<file path="src/shared/tsr_params.svh">
// constants of the temperature sensor register set
`ifndef TSR_PARAMS_SVH
`define TSR_PARAMS_SVH
`define TSR_SEL_TEMP    2'h0
`define TSR_SEL_CFG     2'h1
`define TSR_SEL_LOW     2'h2
`define TSR_SEL_UP      2'h3
`define TSR_TEMP_RST    16'h0000
`define TSR_CFG_RST     8'h00
`define TSR_LOW_RST     16'h4B00
`define TSR_UP_RST      16'h5000
`define TSR_LIM_MASK    16'hFF80
`define TSR_CFG_ONESHOT 7
`define TSR_CFG_RES_LSB 5
`define TSR_CFG_FQ_LSB  3
`define TSR_CFG_POL     2
`define TSR_CFG_INT     1
`define TSR_CFG_SHDN    0
`define TSR_CLK_HZ      40000000
`define TSR_CONV9_MS    30
`define TSR_CONV9_CYC   (`TSR_CONV9_MS * (`TSR_CLK_HZ / 1000))
`endif

</file>
<file path="src/shared/tsr_pkg.sv">
// types of the temperature sensor register set
package tsr_pkg;
  typedef struct packed {
    logic       valid;
    logic [7:0] data;
  } tsr_wbyte_t;
  typedef enum logic [3:0] {
    PH_IDLE = 4'b0001,
    PH_PTR  = 4'b0010,
    PH_WR   = 4'b0100,
    PH_RD   = 4'b1000
  } tsr_phase_t;
endpackage

</file>
<file path="src/design/tsr_register_set.sv">
// register set, conversion timing and alert logic of the temperature sensor
//
// Function
// RULE1 - two low selector bits pick register
// RULE2 - upper six selector bits unimplemented, read zero
// RULE3 - temperature result is read-only 16 bits
// RULE4 - result is temperature times sixteen, low nibble zero
// RULE5 - refresh once per conversion, 30 to 240 ms
// RULE6 - reads never torn by an update
// RULE7 - fraction bits below resolution stay zero
// RULE8 - 8-bit configuration powers up zero
// RULE9 - bits 6:5 select 9 to 12 bits
// RULE10 - bits 4:3 select fault count 1,2,4,6
// RULE11 - bit 2 sets alert polarity
// RULE12 - bit 1 selects interrupt or comparator
// RULE13 - bit 0 stops conversions
// RULE14 - bit 7 requests single shot conversion
// RULE15 - single shot done clears bit 7
// RULE16 - comparator alert above upper, until below lower
// RULE17 - host sends selector with upper bits zero
// RULE18 - last selector kept across transactions
// RULE19 - alert needs consecutive out-of-limit conversions
// RULE20 - 16-bit transfers upper byte first
// RULE21 - reset restores defaults and selects temperature
`timescale 1ns/1ps
`default_nettype none
`include "tsr_params.svh"
module tsr_register_set
  import tsr_pkg::*;
#(
  parameter int unsigned CONV9_CYCLES = `TSR_CONV9_CYC
) (
  input  wire logic        clk,        // 40 MHz clock
  input  wire logic        reset_n,    // synchronous reset, active low
  input  wire logic        clkEn,      // freezes all state while low
  input  wire logic        xferStart,  // start of an addressed transaction
  input  wire logic        xferRead,   // direction with xferStart, 1 = read
  input  wire tsr_wbyte_t  wrByte,     // byte received from the host
  input  wire logic        rdStrobe,   // host asks for the next byte
  input  wire logic [11:0] sensorCode, // converter output, degrees times 16
  output logic [7:0]       rdData,     // byte for the host
  output logic             rdValid,    // rdData updated
  output logic             convDone,   // conversion completed
  output logic             alertOut    // alert pin level
);
  tsr_phase_t  phase_q;
  logic [1:0]  sel_q;
  logic [7:0]  cfg_q;
  logic [15:0] temp_q;
  logic [15:0] low_q;
  logic [15:0] up_q;
  logic [7:0]  wrHi_q;
  logic        wrHalf_q;
  logic        rdHalf_q;
  logic [7:0]  rdSnap_q;
  logic [7:0]  rdData_q;
  logic        rdValid_q;
  logic [23:0] convCnt_q;
  logic [2:0]  faultCnt_q;
  logic        compState_q;
  logic        intPend_q;
  logic        wrTake;
  logic        rdTake;
  logic        cfgWr;
  logic        runConv;
  logic [23:0] convLen;
  logic [15:0] tempNew;
  logic [15:0] regSel;
  logic        outOfLimit;
  logic [2:0]  faultNeed;
  logic        alertActive;

  function automatic logic [15:0] resMask(input logic [1:0] res);
    case (res)
      2'h0:    resMask = 16'hFF80;
      2'h1:    resMask = 16'hFFC0;
      2'h2:    resMask = 16'hFFE0;
      default: resMask = 16'hFFF0;
    endcase
  endfunction

  assign wrTake  = clkEn & wrByte.valid;
  assign rdTake  = clkEn & rdStrobe & (phase_q == PH_RD);
  assign cfgWr   = wrTake & (phase_q == PH_WR) & (sel_q == `TSR_SEL_CFG);
  assign runConv = ~cfg_q[`TSR_CFG_SHDN] | cfg_q[`TSR_CFG_ONESHOT]; // [RULE13] [RULE14]
  // each extra resolution bit doubles the conversion time
  assign convLen = 24'(CONV9_CYCLES) << cfg_q[6:5]; // [RULE5] [RULE9]
  assign convDone = clkEn & runConv & (convCnt_q >= convLen - 24'h000001);
  assign tempNew = {sensorCode, 4'h0} & resMask(cfg_q[6:5]); // [RULE4] [RULE7]

  always_comb begin
    case (sel_q) // [RULE1]
      `TSR_SEL_TEMP: regSel = temp_q;
      `TSR_SEL_CFG:  regSel = {8'h00, cfg_q};
      `TSR_SEL_LOW:  regSel = low_q;
      default:       regSel = up_q;
    endcase
  end

  always_comb begin
    case (cfg_q[4:3]) // [RULE10]
      2'h0:    faultNeed = 3'h1;
      2'h1:    faultNeed = 3'h2;
      2'h2:    faultNeed = 3'h4;
      default: faultNeed = 3'h6;
    endcase
  end

  // out of limit means crossing the limit that would change the state
  assign outOfLimit = compState_q ? ($signed(tempNew) < $signed(low_q)) :
                                    ($signed(tempNew) > $signed(up_q)); // [RULE16]

  // transaction phase
  always_ff @(posedge clk) begin
    if (!reset_n) begin
      phase_q <= PH_IDLE;
    end else if (clkEn) begin
      if (xferStart) begin
        phase_q <= xferRead ? PH_RD : PH_PTR;
      end else if (wrByte.valid && phase_q == PH_PTR) begin
        phase_q <= PH_WR;
      end
    end
  end

  // selector keeps its value until a new one is written
  always_ff @(posedge clk) begin
    if (!reset_n) begin
      sel_q <= `TSR_SEL_TEMP; // [RULE21]
    end else if (wrTake && phase_q == PH_PTR) begin
      sel_q <= wrByte.data[1:0]; // [RULE2] [RULE17] [RULE18]
    end
  end

  // limit writes commit on the lower byte
  always_ff @(posedge clk) begin
    if (!reset_n) begin
      low_q    <= `TSR_LOW_RST; // [RULE21]
      up_q     <= `TSR_UP_RST;
      wrHi_q   <= 8'h00;
      wrHalf_q <= 1'b0;
    end else if (clkEn) begin
      if (xferStart) begin
        wrHalf_q <= 1'b0;
      end else if (wrByte.valid && phase_q == PH_WR && sel_q != `TSR_SEL_CFG) begin
        wrHalf_q <= ~wrHalf_q; // [RULE20]
        if (!wrHalf_q) begin
          wrHi_q <= wrByte.data;
        end else if (sel_q == `TSR_SEL_LOW) begin
          low_q <= {wrHi_q, wrByte.data} & `TSR_LIM_MASK;
        end else if (sel_q == `TSR_SEL_UP) begin
          up_q <= {wrHi_q, wrByte.data} & `TSR_LIM_MASK;
        end
      end
    end
  end

  // configuration; a host write wins over the self clear
  always_ff @(posedge clk) begin
    if (!reset_n) begin
      cfg_q <= `TSR_CFG_RST; // [RULE8]
    end else if (cfgWr) begin
      cfg_q <= wrByte.data;
    end else if (convDone && cfg_q[`TSR_CFG_SHDN]) begin
      cfg_q[`TSR_CFG_ONESHOT] <= 1'b0; // [RULE15]
    end
  end

  // conversion timer
  always_ff @(posedge clk) begin
    if (!reset_n) begin
      convCnt_q <= 24'h000000;
    end else if (clkEn) begin
      if (!runConv || convDone) begin
        convCnt_q <= 24'h000000;
      end else begin
        convCnt_q <= convCnt_q + 24'h000001;
      end
    end
  end

  // result changes only as a whole word at conversion end
  always_ff @(posedge clk) begin
    if (!reset_n) begin
      temp_q <= `TSR_TEMP_RST;
    end else if (convDone) begin
      temp_q <= tempNew; // [RULE3] [RULE5] [RULE6]
    end
  end

  // fault queue and comparator state
  always_ff @(posedge clk) begin
    if (!reset_n) begin
      faultCnt_q  <= 3'h0;
      compState_q <= 1'b0;
    end else if (convDone) begin
      if (!outOfLimit) begin
        faultCnt_q <= 3'h0; // [RULE19]
      end else if (faultCnt_q + 3'h1 >= faultNeed) begin
        faultCnt_q  <= 3'h0;
        compState_q <= ~compState_q; // [RULE16] [RULE19]
      end else begin
        faultCnt_q <= faultCnt_q + 3'h1;
      end
    end
  end

  // interrupt mode: each state change latches, any read clears, set wins
  always_ff @(posedge clk) begin
    if (!reset_n) begin
      intPend_q <= 1'b0;
    end else if (clkEn) begin
      if (convDone && outOfLimit && faultCnt_q + 3'h1 >= faultNeed) begin
        intPend_q <= 1'b1; // [RULE12]
      end else if (rdTake) begin
        intPend_q <= 1'b0;
      end
    end
  end

  assign alertActive = cfg_q[`TSR_CFG_INT] ? intPend_q : compState_q; // [RULE12]
  assign alertOut    = cfg_q[`TSR_CFG_POL] ? alertActive : ~alertActive; // [RULE11]

  // read path: the lower byte comes from a copy taken with the upper byte
  always_ff @(posedge clk) begin
    if (!reset_n) begin
      rdData_q  <= 8'h00;
      rdSnap_q  <= 8'h00;
      rdHalf_q  <= 1'b0;
      rdValid_q <= 1'b0;
    end else if (clkEn) begin
      rdValid_q <= rdTake;
      if (xferStart) begin
        rdHalf_q <= 1'b0;
      end else if (rdTake) begin
        if (sel_q == `TSR_SEL_CFG) begin
          rdData_q <= cfg_q;
        end else if (!rdHalf_q) begin
          rdData_q <= regSel[15:8]; // [RULE20]
          rdSnap_q <= regSel[7:0]; // [RULE6]
          rdHalf_q <= 1'b1;
        end else begin
          rdData_q <= rdSnap_q;
          rdHalf_q <= 1'b0;
        end
      end
    end
  end

  assign rdData  = rdData_q;
  assign rdValid = rdValid_q;
endmodule
`default_nettype wire

</file>
<file path="config.mk">
export PLATFORM = sky130hd
export DESIGN_NAME = tsr_register_set
export DESIGN_NICKNAME = d
export VERILOG_FILES = /design/src/shared/tsr_pkg.sv /design/src/design/tsr_register_set.sv
export VERILOG_INCLUDE_DIRS = /design/src /design/src/shared
export SDC_FILE = /design/constraint.sdc
export NUM_CORES = 1
export LEC_CHECK = 0
export ABC_AREA = 1
export BUFFER_PORTS_ARGS = -buffer_cell sky130_fd_sc_hd__buf_4
export CAP_MARGIN = 20
export CORE_AREA = 3 3 102 104
export DETAILED_ROUTE_END_ITERATION = 8
export DIE_AREA = 0 0 105 107
export GPL_ROUTABILITY_DRIVEN = 0
export PLACE_DENSITY = 0.8
export SLEW_MARGIN = 20
export SYNTH_ARGS = -nofsm -noshare
export SYNTH_HDL_FRONTEND = slang
export SYNTH_SLANG_ARGS = --single-unit
</file>
<file path="constraint.sdc">
create_clock -name clk -period 2.1 [get_ports clk]
set_input_delay 0.42 -clock clk [delete_from_list [all_inputs] [get_ports clk]]
set_output_delay 0.42 -clock clk [all_outputs]
set_load 0.005 [all_outputs]
</file>
==> results.md <==
- Outcome: complete, but fails checks
- Failing checks: setup timing
- Syn-to-layout area delta: 23.8%
- Non-filler instance count after layout: slightly above 900
- Yosys top cell by area: dfxtp_1
- Mapped Area: 5230 µm²
- Most frequent cells in the layout: 124 x nand2_1, 94 x dfxtp_1, 83 x inv_1
- Post-synthesis cell count: just over 700
- Register area share after synthesis: between 30% and 40%
- Synth cell types: 38
- CTS Sinks: 96
- Crit Reg-Reg Endpoint: temp_q[11]
- Hold Path Sink: temp_q[13]
- Post-Route Utilization: about two thirds
- Pwr Total: between 3000 and 4000 µW
- Synth area leaders: dfxtp_1 37%, ha_1 11%, nand2_1 9.6%
- Syn avg cell area: approximately 7.3 µm²
- M3 GR Usage: 4.33%
- Drc violations: 0
- Critical-path cell list: inv_6 > ha_4 > ha_1 > nand2_2 > a21oi_1 > nor2_1 > nand2_1 > nand2_1 > nand3_2 > nand2_4 > inv_4 > buf_6
- Post-route ant nets: 0
- CP arrival: about 2.3 ns
- WP buf/inv: 3
- Synth top area share: a little under two fifths
- TritonCTS clock tree: yes
- GR peak layer: met2
- Total grt overflow: 0
- Maxcap violations: 0
- Most common cell after layout, fill and taps aside: nand2_1
- Synth Net Count: a little under 800
- R2R Setup Slk: -0.50 ns
- Kind of critical path: reg2out
- Footprint of the multi-input gates: slightly above 3000 µm²
- FF-to-FF Start: cfg_q[6]
- Placed Instances: 900
- # setup viols final: 43
- Iteration-0 DRC Markers: about 480
- FFs w/ async S/R, synth: 0%
- PD cells: about 500 nW/µm²
- Worst Tran Pin Value: 0.624 ns
- Vias: just over 5000
- Unrepaired setup endpoints after global routing: true
- Critical path startpoint: cfg_q[6]
- CP max FO: 5
- Final WL: 14700 µm
- Slowest cell on the critical path: dfxtp_4
- Primary FF master, synth: dfxtp_1
- Worst Hold Launch: sensorCode[9]
- Max Slew Vio Count: 0
- # diodes: 0
- Endpoint type of the worst setup path: output port
- Top cell by count, worst path: nand2_1
- Starting Density: 54.3%
- CP startpoint kind: flop
- Final WS setup: -0.615 ns
- Root Driver: clkbuf_8
- Die Width: around 110 µm
- Vias/cell: about 5.6
- WP data required: around 1.7 ns
- Peak supply drop: around 0.3 mV
- Layout cells sized above 1: roughly 22%
- # rows: 36
- Slew HR: 58.3%
- Leak: 0.00266 µW
- Port bufs: 37
- Final clock skew: 0.0128 ns
- All-Layer GR Usage: 25.9%
- M2 GR Usage: between 40% and 50%
- IO Pins: 38
- FF+latch area: 1930 µm²
- Count of state elements after synthesis: 96
- Final nets: 864
- Area of the die: roughly 11000 µm²
- First-pass DRT Iterations: 5
- Routed WL per cell: 15.9 µm
- Worst-path clk slew: around 0.090 ns
- Place WS: -0.242 ns
- Final HPWL DP: 10100 µm
- Met1 Usage GRT: between 30% and 40%
- # hold bufs at CTS: 0
- Post-synth EDFFs: 0
- Die H: around 110 µm
- CP delay by family, top: simple AND/OR/NAND/NOR gates
- Final Critical Period: 2.71 ns
- Worst hold path type: in2reg
- Fmax achieved: approximately 370 MHz
- Vias in the first global route: between 4000 and 5000
- # fillers: just under 800
- CP peak stage delay: ~0.42 ns
- Post-Place Cell Area: around 6000 µm²
- Antenna violations before repair: 0
- Tcrit/Tclk final: 129%
- Worst-Skew Late Latency: between 0.3 and 0.4 ns
- Number of buffers created by CTS: 9
- Htree depth: 3
- Maximum clock path buffer count: 2
- Yosys warning count: 0
- Placeable Area: 9640 µm²
- Final hold vios: 0
- R2R cell count: 16
- Hold Crit Depth: 3
- Final instance area: around 6500 µm²
- First-pass GRT wire length: around 24000 µm
- Largest net degree at the start of global routing: 30
[routing by layer]
| layer | share of wire [%] | wire length, µm |
|---|---|---|
| met2 | 46 | 6850 |
| met5 | 0 | 0 |
| met3 | 7.2 | 1060 |
| met4 | 2.8 | 406 |
| met1 | 44 | 6410 |
[power breakdown]
group          total, µW  switching [µW]  leakage (µW)  internal, µW
combinational        245             148       0.00180          97.1
clock               1150             657     0.0000886           496
sequential          1840            11.1      0.000776          1830
total               3240             816       0.00266          2420
[kinds of logic (layout without fill, tap and decap cells)]
| group | after synthesis | in the layout | synth area share [%] |
|---|---|---|---|
| DFF | 96 | 96 | 36.7 |
| adders and majority gates | 46 | 46 | 11.0 |
| AOI/OAI and AO/OA | 162 | 162 | 16.9 |
| buffers and inverters | 114 | 192 | 8.71 |
| xor gates and xnor gates | 16 | 16 | 2.68 |
| and+or+nand+nor | 284 | 284 | 24.0 |
[synthesized netlist by cell type (2+ instances only)]
master and instances:
nor3_2 2, xnor2_1 6, nand3_1 27, xor2_1 10, dfxtp_1 96, a21o_1 2
nor3b_1 4, nand2_2 3, nand4_1 14, a211oi_1 2, nor3_1 12, ha_1 46
buf_2 7, buf_4 3, o22ai_1 3, a31oi_1 9, inv_2 7, nand2_1 134
nor2_1 75, nand3b_1 2, o21ai_0 62, clkbuf_1 9, nor2_2 4, o211ai_1 7
nand3_2 2, o21ai_1 3, o221ai_1 6, a21oi_1 66, inv_1 86
[through the flow]
stage                     TNS [ns]  hold WS (ns)
after floorplan                  0         0.425
after detailed placement     -4.47         0.444
after global placement      -0.453         0.443
after CTS                    -6.50         0.315
after global routing        -21.51         0.327
final                       -17.56         0.324
[final cells by class]
class	count	area share, %
Tap cell	133	2.57
Clock inverter	4	0.445
Sequential cell	96	29.8
Timing Repair Buffer	83	11.0
Multi-Input combinational cell	508	48.2
Inverter	93	5.59
Clock buffer	12	2.40
[registers in the layout, indices dropped and copies added (netlist names), 2 cells and up]
signal / cells
wrHi_q: 8
faultCnt_q: 3
rdSnap_q: 4
low_q: 9
phase_q: 4
sel_q: 2
convCnt_q: 24
rdData: 8
temp_q: 12
up_q: 9
cfg_q: 8
[how the worst max path moves through the flow]
stage          endpoint  slack, ns  depth (start not counted)
2_1_floorplan  convDone      0.008                         13
3_3_place_gp   convDone       -0.1                         13
3_5_place_dp   convDone      -0.24                         13
4_1_cts        convDone      -0.45                         12
5_1_grt        convDone      -0.69                         12
6_report       convDone      -0.61                         12
[worst register-to-register path: cells and delay by family (launching register included)]
family	cells	cell delay, ns
AO/OA/AOI/OAI	1	0.06
adder cells (fa/ha/maj)	2	0.57
buffers and inverters	5	0.61
flip-flops	1	0.42
AND/OR/NAND/NOR	8	0.85
[timing repair]
action | in CTS | in global routing
pin swaps | 11 | 7
setup endpoints to repair | 42 | 51
cloned | 3 | 0
gates resized for setup | 43 | 48
buffers inserted | 6 | 4
endpoints found under the hold margin | 0 | 0
Note: power is estimated with default switching activity, not from simulation.
